$ cat config.mk
export PLATFORM = sky130hd
export DESIGN_NAME = tir_core
export DESIGN_NICKNAME = d
export VERILOG_FILES = /design/src/common/tir_pkg.sv /design/src/verilog/tir_core.sv
export SDC_FILE = /design/constraint.sdc
export NUM_CORES = 1
export LEC_CHECK = 0
export BUFFER_PORTS_ARGS = -buffer_cell sky130_fd_sc_hd__buf_2
export CAP_MARGIN = 30
export CORE_UTILIZATION = 55
export DETAILED_ROUTE_END_ITERATION = 10
export PLACE_DENSITY_LB_ADDON = 0.1
export SETUP_SLACK_MARGIN = 0.5
export SLEW_MARGIN = 15
export SYNTH_ARGS = -nofsm -noshare
export SYNTH_HDL_FRONTEND = slang
export SYNTH_SLANG_ARGS = --single-unit
$ cat constraint.sdc
create_clock -name pclk -period 7.7 [get_ports pclk]
set_input_delay 1.54 -clock pclk [delete_from_list [all_inputs] [get_ports pclk]]
set_output_delay 1.54 -clock pclk [all_outputs]
set_load 0.03 [all_outputs]
$ cat src/common/tir_pkg.sv
// Constants, types and register map of the tag command interpreter.
// Assumes an APB master with 8-bit byte addresses and 32-bit data.
package tir_pkg;
  // Command codes (arbitrary defaults)
  localparam logic [7:0] OP_COLLISION = 8'h01;
  localparam logic [7:0] OP_ADVANCE = 8'h02;
  localparam logic [7:0] OP_REPEAT_ID = 8'h03;
  localparam logic [7:0] OP_REINIT = 8'h04;
  localparam logic [7:0] OP_READ = 8'h10;
  localparam logic [7:0] OP_MULTI_READ = 8'h11;
  localparam logic [7:0] OP_IDENT_READ = 8'h12;
  localparam logic [7:0] OP_VERIFY_BYTE = 8'h13;
  localparam logic [7:0] OP_VERIFY_QUAD = 8'h14;
  // Register byte offsets
  localparam logic [7:0] REG_CMD = 8'h00;
  localparam logic [7:0] REG_ID_LO = 8'h04;
  localparam logic [7:0] REG_ID_HI = 8'h08;
  localparam logic [7:0] REG_ADDR = 8'h0c;
  localparam logic [7:0] REG_STATUS = 8'h10;
  // Field positions
  localparam int F_ADDR_LSB = 0;
  localparam int F_MASK_LSB = 8;
  localparam int F_ST_LSB = 0;
  localparam int F_BUSY = 2;
  localparam int F_LWG = 3;
  localparam int F_CNT_LSB = 8;
  // Counts and reset values
  localparam logic [11:0] BLOCK_BYTES = 12'd8;
  localparam logic [11:0] BYTE_ONE = 12'd1;
  localparam logic [11:0] QUAD_BYTES = 12'd4;
  localparam logic [7:0] COUNT_MAX = 8'hff;
  localparam logic [7:0] COUNT_RST = 8'h00;
  localparam logic [15:0] LFSR_RST = 16'hace1;
  typedef enum logic [1:0] {TS_READY, TS_IDENT, TS_XFER} tir_tag_state_t;
  typedef enum logic [1:0] {SQ_IDLE, SQ_LOAD, SQ_SEND} tir_seq_t;
  typedef struct packed {
    logic [63:0] id;
    logic [7:0] addr;
    logic [7:0] mask;
  } tir_cmd_t;
endpackage

$ cat src/verilog/tir_core.sv
// Tag identification and read command interpreter with APB registers.
// Assumes combinational memory read and a byte reply sink with ready.
// Behaviour
// Collision: count +1 if nonzero or random bit set, saturates at FFh
// After collision or advance, serial number sent only when count is zero
// Advance: nonzero count drops by one, zero count stays
// Repeat: count untouched, serial number resent when count is zero
// Reinit: enter ready, clear transfer status, send nothing
// Basic read in any state: on serial match enter transfer, send 8 bytes
// Basic, identify and single-byte verify reads mark the address lockable
// Read commands stay silent on mismatch or unmet state or flag
// Multi-block read: on match enter transfer, send mask+1 8-byte blocks
// Multi-block read past DFh still runs; bytes beyond are undefined
// Identify-state read only in identify or transfer; match sends 8 bytes
// Single-byte verify needs match and last-write-good; sends one byte
// Quad verify needs match and last-write-good; sends four bytes (here only the offsets whose mask bit B7..B4 is set)
// Quad mask bit B7 selects offset 0, B6..B4 offsets 1..3
// Interrogator frames read: preamble, delimiter, code, id, address, CRC (here no frame decoding; code, id and address come in over APB registers)
// Last-write-good follows the outcome of each completed write
// Group selection into identify state clears the slot counter
// Opcodes and field positions are package constants
// Collision random bit comes from a per-tag pseudo-random source
//
// Chosen here: register access over APB and the placing of the registers.
`timescale 1ns/1ps
`default_nettype none
module tir_core
  import tir_pkg::*;
(
  // Clock and reset
  input wire logic pclk,
  input wire logic presetn,
  // APB slave
  input wire logic psel,
  input wire logic penable,
  input wire logic pwrite,
  input wire logic [7:0] paddr,
  input wire logic [31:0] pwdata,
  output logic [31:0] prdata,
  output logic pready,
  output logic pslverr,
  // Tag identity
  input wire logic [63:0] tag_serial_number,
  // Memory read port
  output logic [7:0] mem_addr,
  input wire logic [7:0] mem_rdata,
  // Reply byte stream
  output logic tx_valid,
  input wire logic tx_ready,
  output logic [7:0] tx_data,
  output logic tx_last,
  // Lock preparation
  output logic lock_mark,
  output logic [7:0] lock_mark_addr,
  // Events from write and group select logic
  input wire logic write_done,
  input wire logic write_advance_command,
  input wire logic group_ident
);
  tir_tag_state_t tstate, next_tstate;
  tir_seq_t seq, next_seq;
  tir_cmd_t cmd, next_cmd;
  logic [7:0] count, next_count;
  logic [15:0] lfsr, next_lfsr;
  logic lwg, next_lwg;
  logic serial_src, next_serial_src;
  logic quad, next_quad;
  logic [11:0] rlen, next_rlen;
  logic [11:0] idx, next_idx;
  logic [7:0] next_tx_data;
  logic next_tx_last;
  logic next_lock_mark;
  logic [7:0] next_lock_mark_addr;
  logic [31:0] next_prdata;
  logic apb_setup, apb_wr, mapped, go, id_match, rnd;
  logic [7:0] op;
  logic [7:0] cnt_new;
  logic [3:0] qmask, qrest;

  assign apb_setup = psel && !penable;
  assign pready = psel && penable;
  assign mapped = (paddr == REG_CMD) || (paddr == REG_ID_LO) ||
                  (paddr == REG_ID_HI) || (paddr == REG_ADDR) ||
                  (paddr == REG_STATUS);
  assign pslverr = pready && !mapped;
  assign apb_wr = pready && pwrite && mapped;
  assign go = apb_wr && (paddr == REG_CMD) && (seq == SQ_IDLE);
  assign op = pwdata[7:0];
  assign id_match = (cmd.id == tag_serial_number);
  // Per-tag spread of the collision coin
  assign rnd = lfsr[0] ^ (^tag_serial_number);
  assign mem_addr = cmd.addr + idx[7:0];
  assign tx_valid = (seq == SQ_SEND);
  // Offset k is selected by mask bit 7-k
  assign qmask = cmd.mask[7:4];
  assign qrest = qmask << ({1'b0, idx[1:0]} + 3'd1);

  always_comb begin
    next_tstate = tstate;
    next_seq = seq;
    next_cmd = cmd;
    next_count = count;
    next_lfsr = lfsr;
    next_lwg = lwg;
    next_serial_src = serial_src;
    next_quad = quad;
    next_rlen = rlen;
    next_idx = idx;
    next_tx_data = tx_data;
    next_tx_last = tx_last;
    next_lock_mark = 1'b0;
    next_lock_mark_addr = lock_mark_addr;
    next_prdata = prdata;
    cnt_new = count;
    // Register reads are captured in the setup phase
    if (apb_setup) begin
      next_prdata = 32'h0000_0000;
      unique case (paddr)
        REG_ID_LO: next_prdata = cmd.id[31:0];
        REG_ID_HI: next_prdata = cmd.id[63:32];
        REG_ADDR: begin
          next_prdata[F_ADDR_LSB +: 8] = cmd.addr;
          next_prdata[F_MASK_LSB +: 8] = cmd.mask;
        end
        REG_STATUS: begin
          next_prdata[F_ST_LSB +: 2] = tstate;
          next_prdata[F_BUSY] = (seq != SQ_IDLE);
          next_prdata[F_LWG] = lwg;
          next_prdata[F_CNT_LSB +: 8] = count;
        end
        default: next_prdata = 32'h0000_0000;
      endcase
    end
    // Field writes are ignored while a reply is in progress
    if (apb_wr && (seq == SQ_IDLE)) begin
      if (paddr == REG_ID_LO) begin
        next_cmd.id[31:0] = pwdata;
      end
      if (paddr == REG_ID_HI) begin
        next_cmd.id[63:32] = pwdata;
      end
      if (paddr == REG_ADDR) begin
        next_cmd.addr = pwdata[F_ADDR_LSB +: 8];
        next_cmd.mask = pwdata[F_MASK_LSB +: 8];
      end
    end
    if (write_done) begin
      next_lwg = write_advance_command;
    end
    if (group_ident) begin
      next_count = COUNT_RST;
      next_tstate = TS_IDENT;
    end
    if (go) begin
      next_idx = 12'd0;
      next_quad = 1'b0;
      next_serial_src = 1'b0;
      unique case (op)
        OP_COLLISION: begin
          if (tstate == TS_IDENT) begin
            next_lfsr = {lfsr[14:0],
                         lfsr[15] ^ lfsr[13] ^ lfsr[12] ^ lfsr[10]};
            if ((count != COUNT_RST) || rnd) begin
              cnt_new = (count == COUNT_MAX) ? COUNT_MAX : count + 8'd1;
            end
            next_count = cnt_new;
            if (cnt_new == COUNT_RST) begin
              next_serial_src = 1'b1;
              next_rlen = BLOCK_BYTES;
              next_seq = SQ_LOAD;
            end
          end
        end
        OP_ADVANCE: begin
          if (tstate == TS_IDENT) begin
            if (count != COUNT_RST) begin
              cnt_new = count - 8'd1;
            end
            next_count = cnt_new;
            if (cnt_new == COUNT_RST) begin
              next_serial_src = 1'b1;
              next_rlen = BLOCK_BYTES;
              next_seq = SQ_LOAD;
            end
          end
        end
        OP_REPEAT_ID: begin
          if ((tstate == TS_IDENT) && (count == COUNT_RST)) begin
            next_serial_src = 1'b1;
            next_rlen = BLOCK_BYTES;
            next_seq = SQ_LOAD;
          end
        end
        OP_REINIT: begin
          next_tstate = TS_READY;
        end
        OP_READ, OP_IDENT_READ: begin
          if (id_match && ((op == OP_READ) || (tstate != TS_READY))) begin
            next_tstate = TS_XFER;
            next_rlen = BLOCK_BYTES;
            next_seq = SQ_LOAD;
            next_lock_mark = 1'b1;
            next_lock_mark_addr = cmd.addr;
          end
        end
        OP_MULTI_READ: begin
          if (id_match) begin
            next_tstate = TS_XFER;
            next_rlen = {({1'b0, cmd.mask} + 9'd1), 3'b000};
            next_seq = SQ_LOAD;
          end
        end
        OP_VERIFY_BYTE: begin
          if (id_match && lwg) begin
            next_tstate = TS_XFER;
            next_rlen = BYTE_ONE;
            next_seq = SQ_LOAD;
            next_lock_mark = 1'b1;
            next_lock_mark_addr = cmd.addr;
          end
        end
        OP_VERIFY_QUAD: begin
          if (id_match && lwg) begin
            next_tstate = TS_XFER;
            next_rlen = QUAD_BYTES;
            next_quad = 1'b1;
            next_seq = SQ_LOAD;
          end
        end
        default: begin
        end
      endcase
    end
    unique case (seq)
      SQ_IDLE: begin
      end
      SQ_LOAD: begin
        if (idx >= rlen) begin
          next_seq = SQ_IDLE;
        end else if (quad && !qmask[3 - idx[1:0]]) begin
          next_idx = idx + 12'd1;
        end else begin
          next_tx_data = serial_src ?
            tag_serial_number[8 * (7 - idx[2:0]) +: 8] : mem_rdata;
          next_tx_last = quad ? (qrest == 4'h0) : (idx == rlen - 12'd1);
          next_seq = SQ_SEND;
        end
      end
      SQ_SEND: begin
        if (tx_ready) begin
          next_idx = idx + 12'd1;
          next_seq = tx_last ? SQ_IDLE : SQ_LOAD;
        end
      end
      default: next_seq = SQ_IDLE;
    endcase
  end

  always_ff @(posedge pclk or negedge presetn) begin
    if (!presetn) begin
      tstate <= TS_READY;
      seq <= SQ_IDLE;
      cmd <= '0;
      count <= COUNT_RST;
      lfsr <= LFSR_RST;
      lwg <= 1'b0;
      serial_src <= 1'b0;
      quad <= 1'b0;
      rlen <= 12'd0;
      idx <= 12'd0;
      tx_data <= 8'h00;
      tx_last <= 1'b0;
      lock_mark <= 1'b0;
      lock_mark_addr <= 8'h00;
      prdata <= 32'h0000_0000;
    end else begin
      tstate <= next_tstate;
      seq <= next_seq;
      cmd <= next_cmd;
      count <= next_count;
      lfsr <= next_lfsr;
      lwg <= next_lwg;
      serial_src <= next_serial_src;
      quad <= next_quad;
      rlen <= next_rlen;
      idx <= next_idx;
      tx_data <= next_tx_data;
      tx_last <= next_tx_last;
      lock_mark <= next_lock_mark;
      lock_mark_addr <= next_lock_mark_addr;
      prdata <= next_prdata;
    end
  end
endmodule
`default_nettype wire
==> flow_summary.yaml <==
final_layout:
  fill_cells: 1707
  stdcell_count: 1609
  register_area_um2: 4614
  area_growth_syn_to_layout_pct: 15.14
  drive_gt1_frac: 0.2676
  fin_area_um2: 13370
  multi_input_area_um2: 6633
  final_nets: 1475
synthesis:
  synth_area_per_cell_um2: 9.892
  synth-seq-cells: 184
  async_flop_share: 1.000
  synth_common_cells: "176 x dfrtp_1, 144 x xnor2_1, 132 x nand2_1"
  synth_area_um2: 11610
  yosysTopAreaCell: "dfrtp_1"
  synth_most_common_cell: "dfrtp_1"
  synth_top_area_share: 0.3792
  synth_nets: 1324
  synth_area_leaders: "dfrtp_1 38%, xnor2_1 11%, mux2_2 9.1%"
  yosysWarnings: 0
  synth_ff_type: "dfrtp_1"
  yosysSeqAreaShare: 0.3973
  ys_types: 72
  synth-edff-count: 0
  syn-instance-count: 1174
sta:
  rsz0062_at_grt: "no"
  finClkSkew_ns: 0.01771
  drv_slew: 0
  setup_viol: 0
  fin_crit_sh: 0.6339
  max_slew.worst_pin.slew_ns: 0.8810
  hold_viol: 0
  tns_ns: 0
  relSlewSlack: 0.4078
  period_minus_slack_ns: 4.881
  fmax_ghz: 0.2049
die:
  die_area_um2: 21700
  dieHeight_um: 147.3
  core_area_um2: 20490
  die_x_um: 147.3
  placementRows: 52
  initial_core_util: 0.5667
  io_pins: 182
global_routing:
  grt_pass1_wl_um: 54280
  antenna_found_initial: 0
  grt_max_degree: 118
  grt_pass1_vias: 9405
  grt_usage: 0.3292
  grt_remaining_overflow: 0
clock_tree:
  clk_latency_ns: 0.45
  tritoncts: "done"
  cts-root-buf: "clkbuf_16"
  postCtsSetupRepairBufs: 0
  htree_levels: 4
  numCtsBuffers: 17
  hold_buffers: 0
  numClockSinks: 184
  clk_pin_slew_ns: 0.07
  cts_buffer_depth: 2
  cts.repair.resized: 0
power_and_ir_drop:
  pwr_density_cell_nw_per_um2: 205.8
  clkPwrFrac: 0.329
  pwr-share-seq: 0.378
  max-vdd-ir-drop_mv: 0.1528
  swShare: 0.3426
  leakagePower_uw: 0.006005
  combinationalPowerShare: 0.293
  p_int_uw: 1809
  p_sw_uw: 942.9
worst_setup_path:
  endpoint_kind: "primary output"
  cp_max_fo: 14
  cp_cell_sequence: "buf_2 > or4_1 > nor3_2 > nor3b_1 > buf_2"
  critical_path.top_delay_family: "simple AND/OR/NAND/NOR gates"
  critPathKind: "primary input to primary output"
  crit_top_cell: "buf_2"
  cp_slowest_stage_delay_ns: 0.71
  cp-start-kind: "primary input"
  cp_data_arrival_time_ns: 3.34
  slowest_stage: "nor3_2"
  cp.buffers_inverters: 2
  crit_required_ns: 6.16
drt:
  drc: 0
  ant_nets: 0
  wl_per_cell_um: 21.56
  drtPass1Iterations: 6
  viasPerCell: 6.168
  drt_iter0_drc: 904
  postRouteWirelength_um: 34690
  route.vias.total: 9924
placed_design:
  io_buffers: 181
  dpl_cell_area_um2: 12690
  dp.cells: 1573
  post-dp-hpwl_um: 26580
  globalplace.congestion: 0.9664
worst_hold_path:
  hold_path.class: "flop to flop"
flow_run:
  maxCapViolCount: 0
status:
  status: "finished clean"
[tightest hold or removal path, cell delays in order (launching register included)]
cell	delay, ns
dfrtp_1	0.34
nand2_1	0.04
o21ai_0	0.05
[cell usage in the layout, fill, tap and decap left out, types with 10 or more instances in the layout]
master     synthesis  routed
buf_2              7     180
dfrtp_1          176     176
xnor2_1          144     144
nand2_1          132     132
mux2_2            94      94
o21ai_0           77      77
nor2_1            54      53
a21oi_1           45      45
nand3_1           42      42
inv_1             37      37
ha_1              28      28
nand4_1           23      23
a22oi_1           20      20
xor2_1            19      19
mux4_2            17      17
clkbuf_16          0      17
nor3_1            18      16
a22o_1            16      16
a222oi_1          12      12
o31ai_1           10      10
[sequential cells by signal (all words and copies together) (netlist names)]
register        cells
rlen               11
prdata             32
seq                 2
lwg                 1
idx                12
count               8
cmd                80
lock_mark           1
tx_data             8
lock_mark_addr      8
tx_last             1
lfsr               16
quad                1
tstate              2
serial_src          1
[layer usage]
layer  share of wire  track usage
met1            0.45       0.4875
met2            0.46       0.5017
met3           0.073      0.05280
met4           0.016      0.08454
met5               0            0
[worst paths after layout]
check	from	end	slack (ns)	cells past startpoint
max	paddr[1]	pslverr	2.82	5
min	tx_data[5]	tx_data[5]	0.47	2
max reg2reg	idx[0]	idx[11]	3.90	12
min reg2reg	tx_data[5]	tx_data[5]	0.47	2
max in group asynchronous	presetn	prdata[28]	5.58	2
min in group asynchronous	presetn	idx[10]	0.99	1
[stage by stage]
step / power, µW / hold slack (ns) / setup WS [ns] / utilization
6_report: 2752 / 0.4731 / 2.819 / 0.6524
5_1_grt: 2858 / 0.5058 / 2.750 / 0.6523
4_1_cts: 2756 / 0.4835 / 2.884 / 0.6496
3_5_place_dp: 1847 / 0.4655 / 2.794 / 0.6194
3_3_place_gp: 1845 / 0.4557 / 2.830 / 0.6194
2_1_floorplan: 1607 / 0.4704 / 3.155 / -
[final cells by class]
cell class                      instances  area share
Multi-Input combinational cell        893      0.4960
Sequential cell                       184      0.3451
Timing Repair Buffer                  191     0.07645
Clock buffer                           18     0.03284
Tap cell                              270     0.02526
Clock inverter                         14     0.01347
Inverter                               38     0.01067
Antenna cell                            1   0.0001871
[cell families after synthesis]
kind of cell    Yosys count  share of synthesized area
fa+ha+maj                29                    0.03189
simple gates            322                     0.1314
mux                     125                     0.1371
flops                   184                     0.3973
xor+xnor                165                     0.1264
compound gates          252                     0.1428
buf+inv                  97                    0.03307
[power by group through the flow]
stage	clock (µW)	combinational (µW)	sequential, µW
after floorplan	0	517	1090
after global placement	0	788	1060
after detailed placement	0	788	1060
after CTS	921	794	1040
after global routing	955	859	1040
final	905	807	1040
No activity file was read; power rests on OpenSTA's default activity.
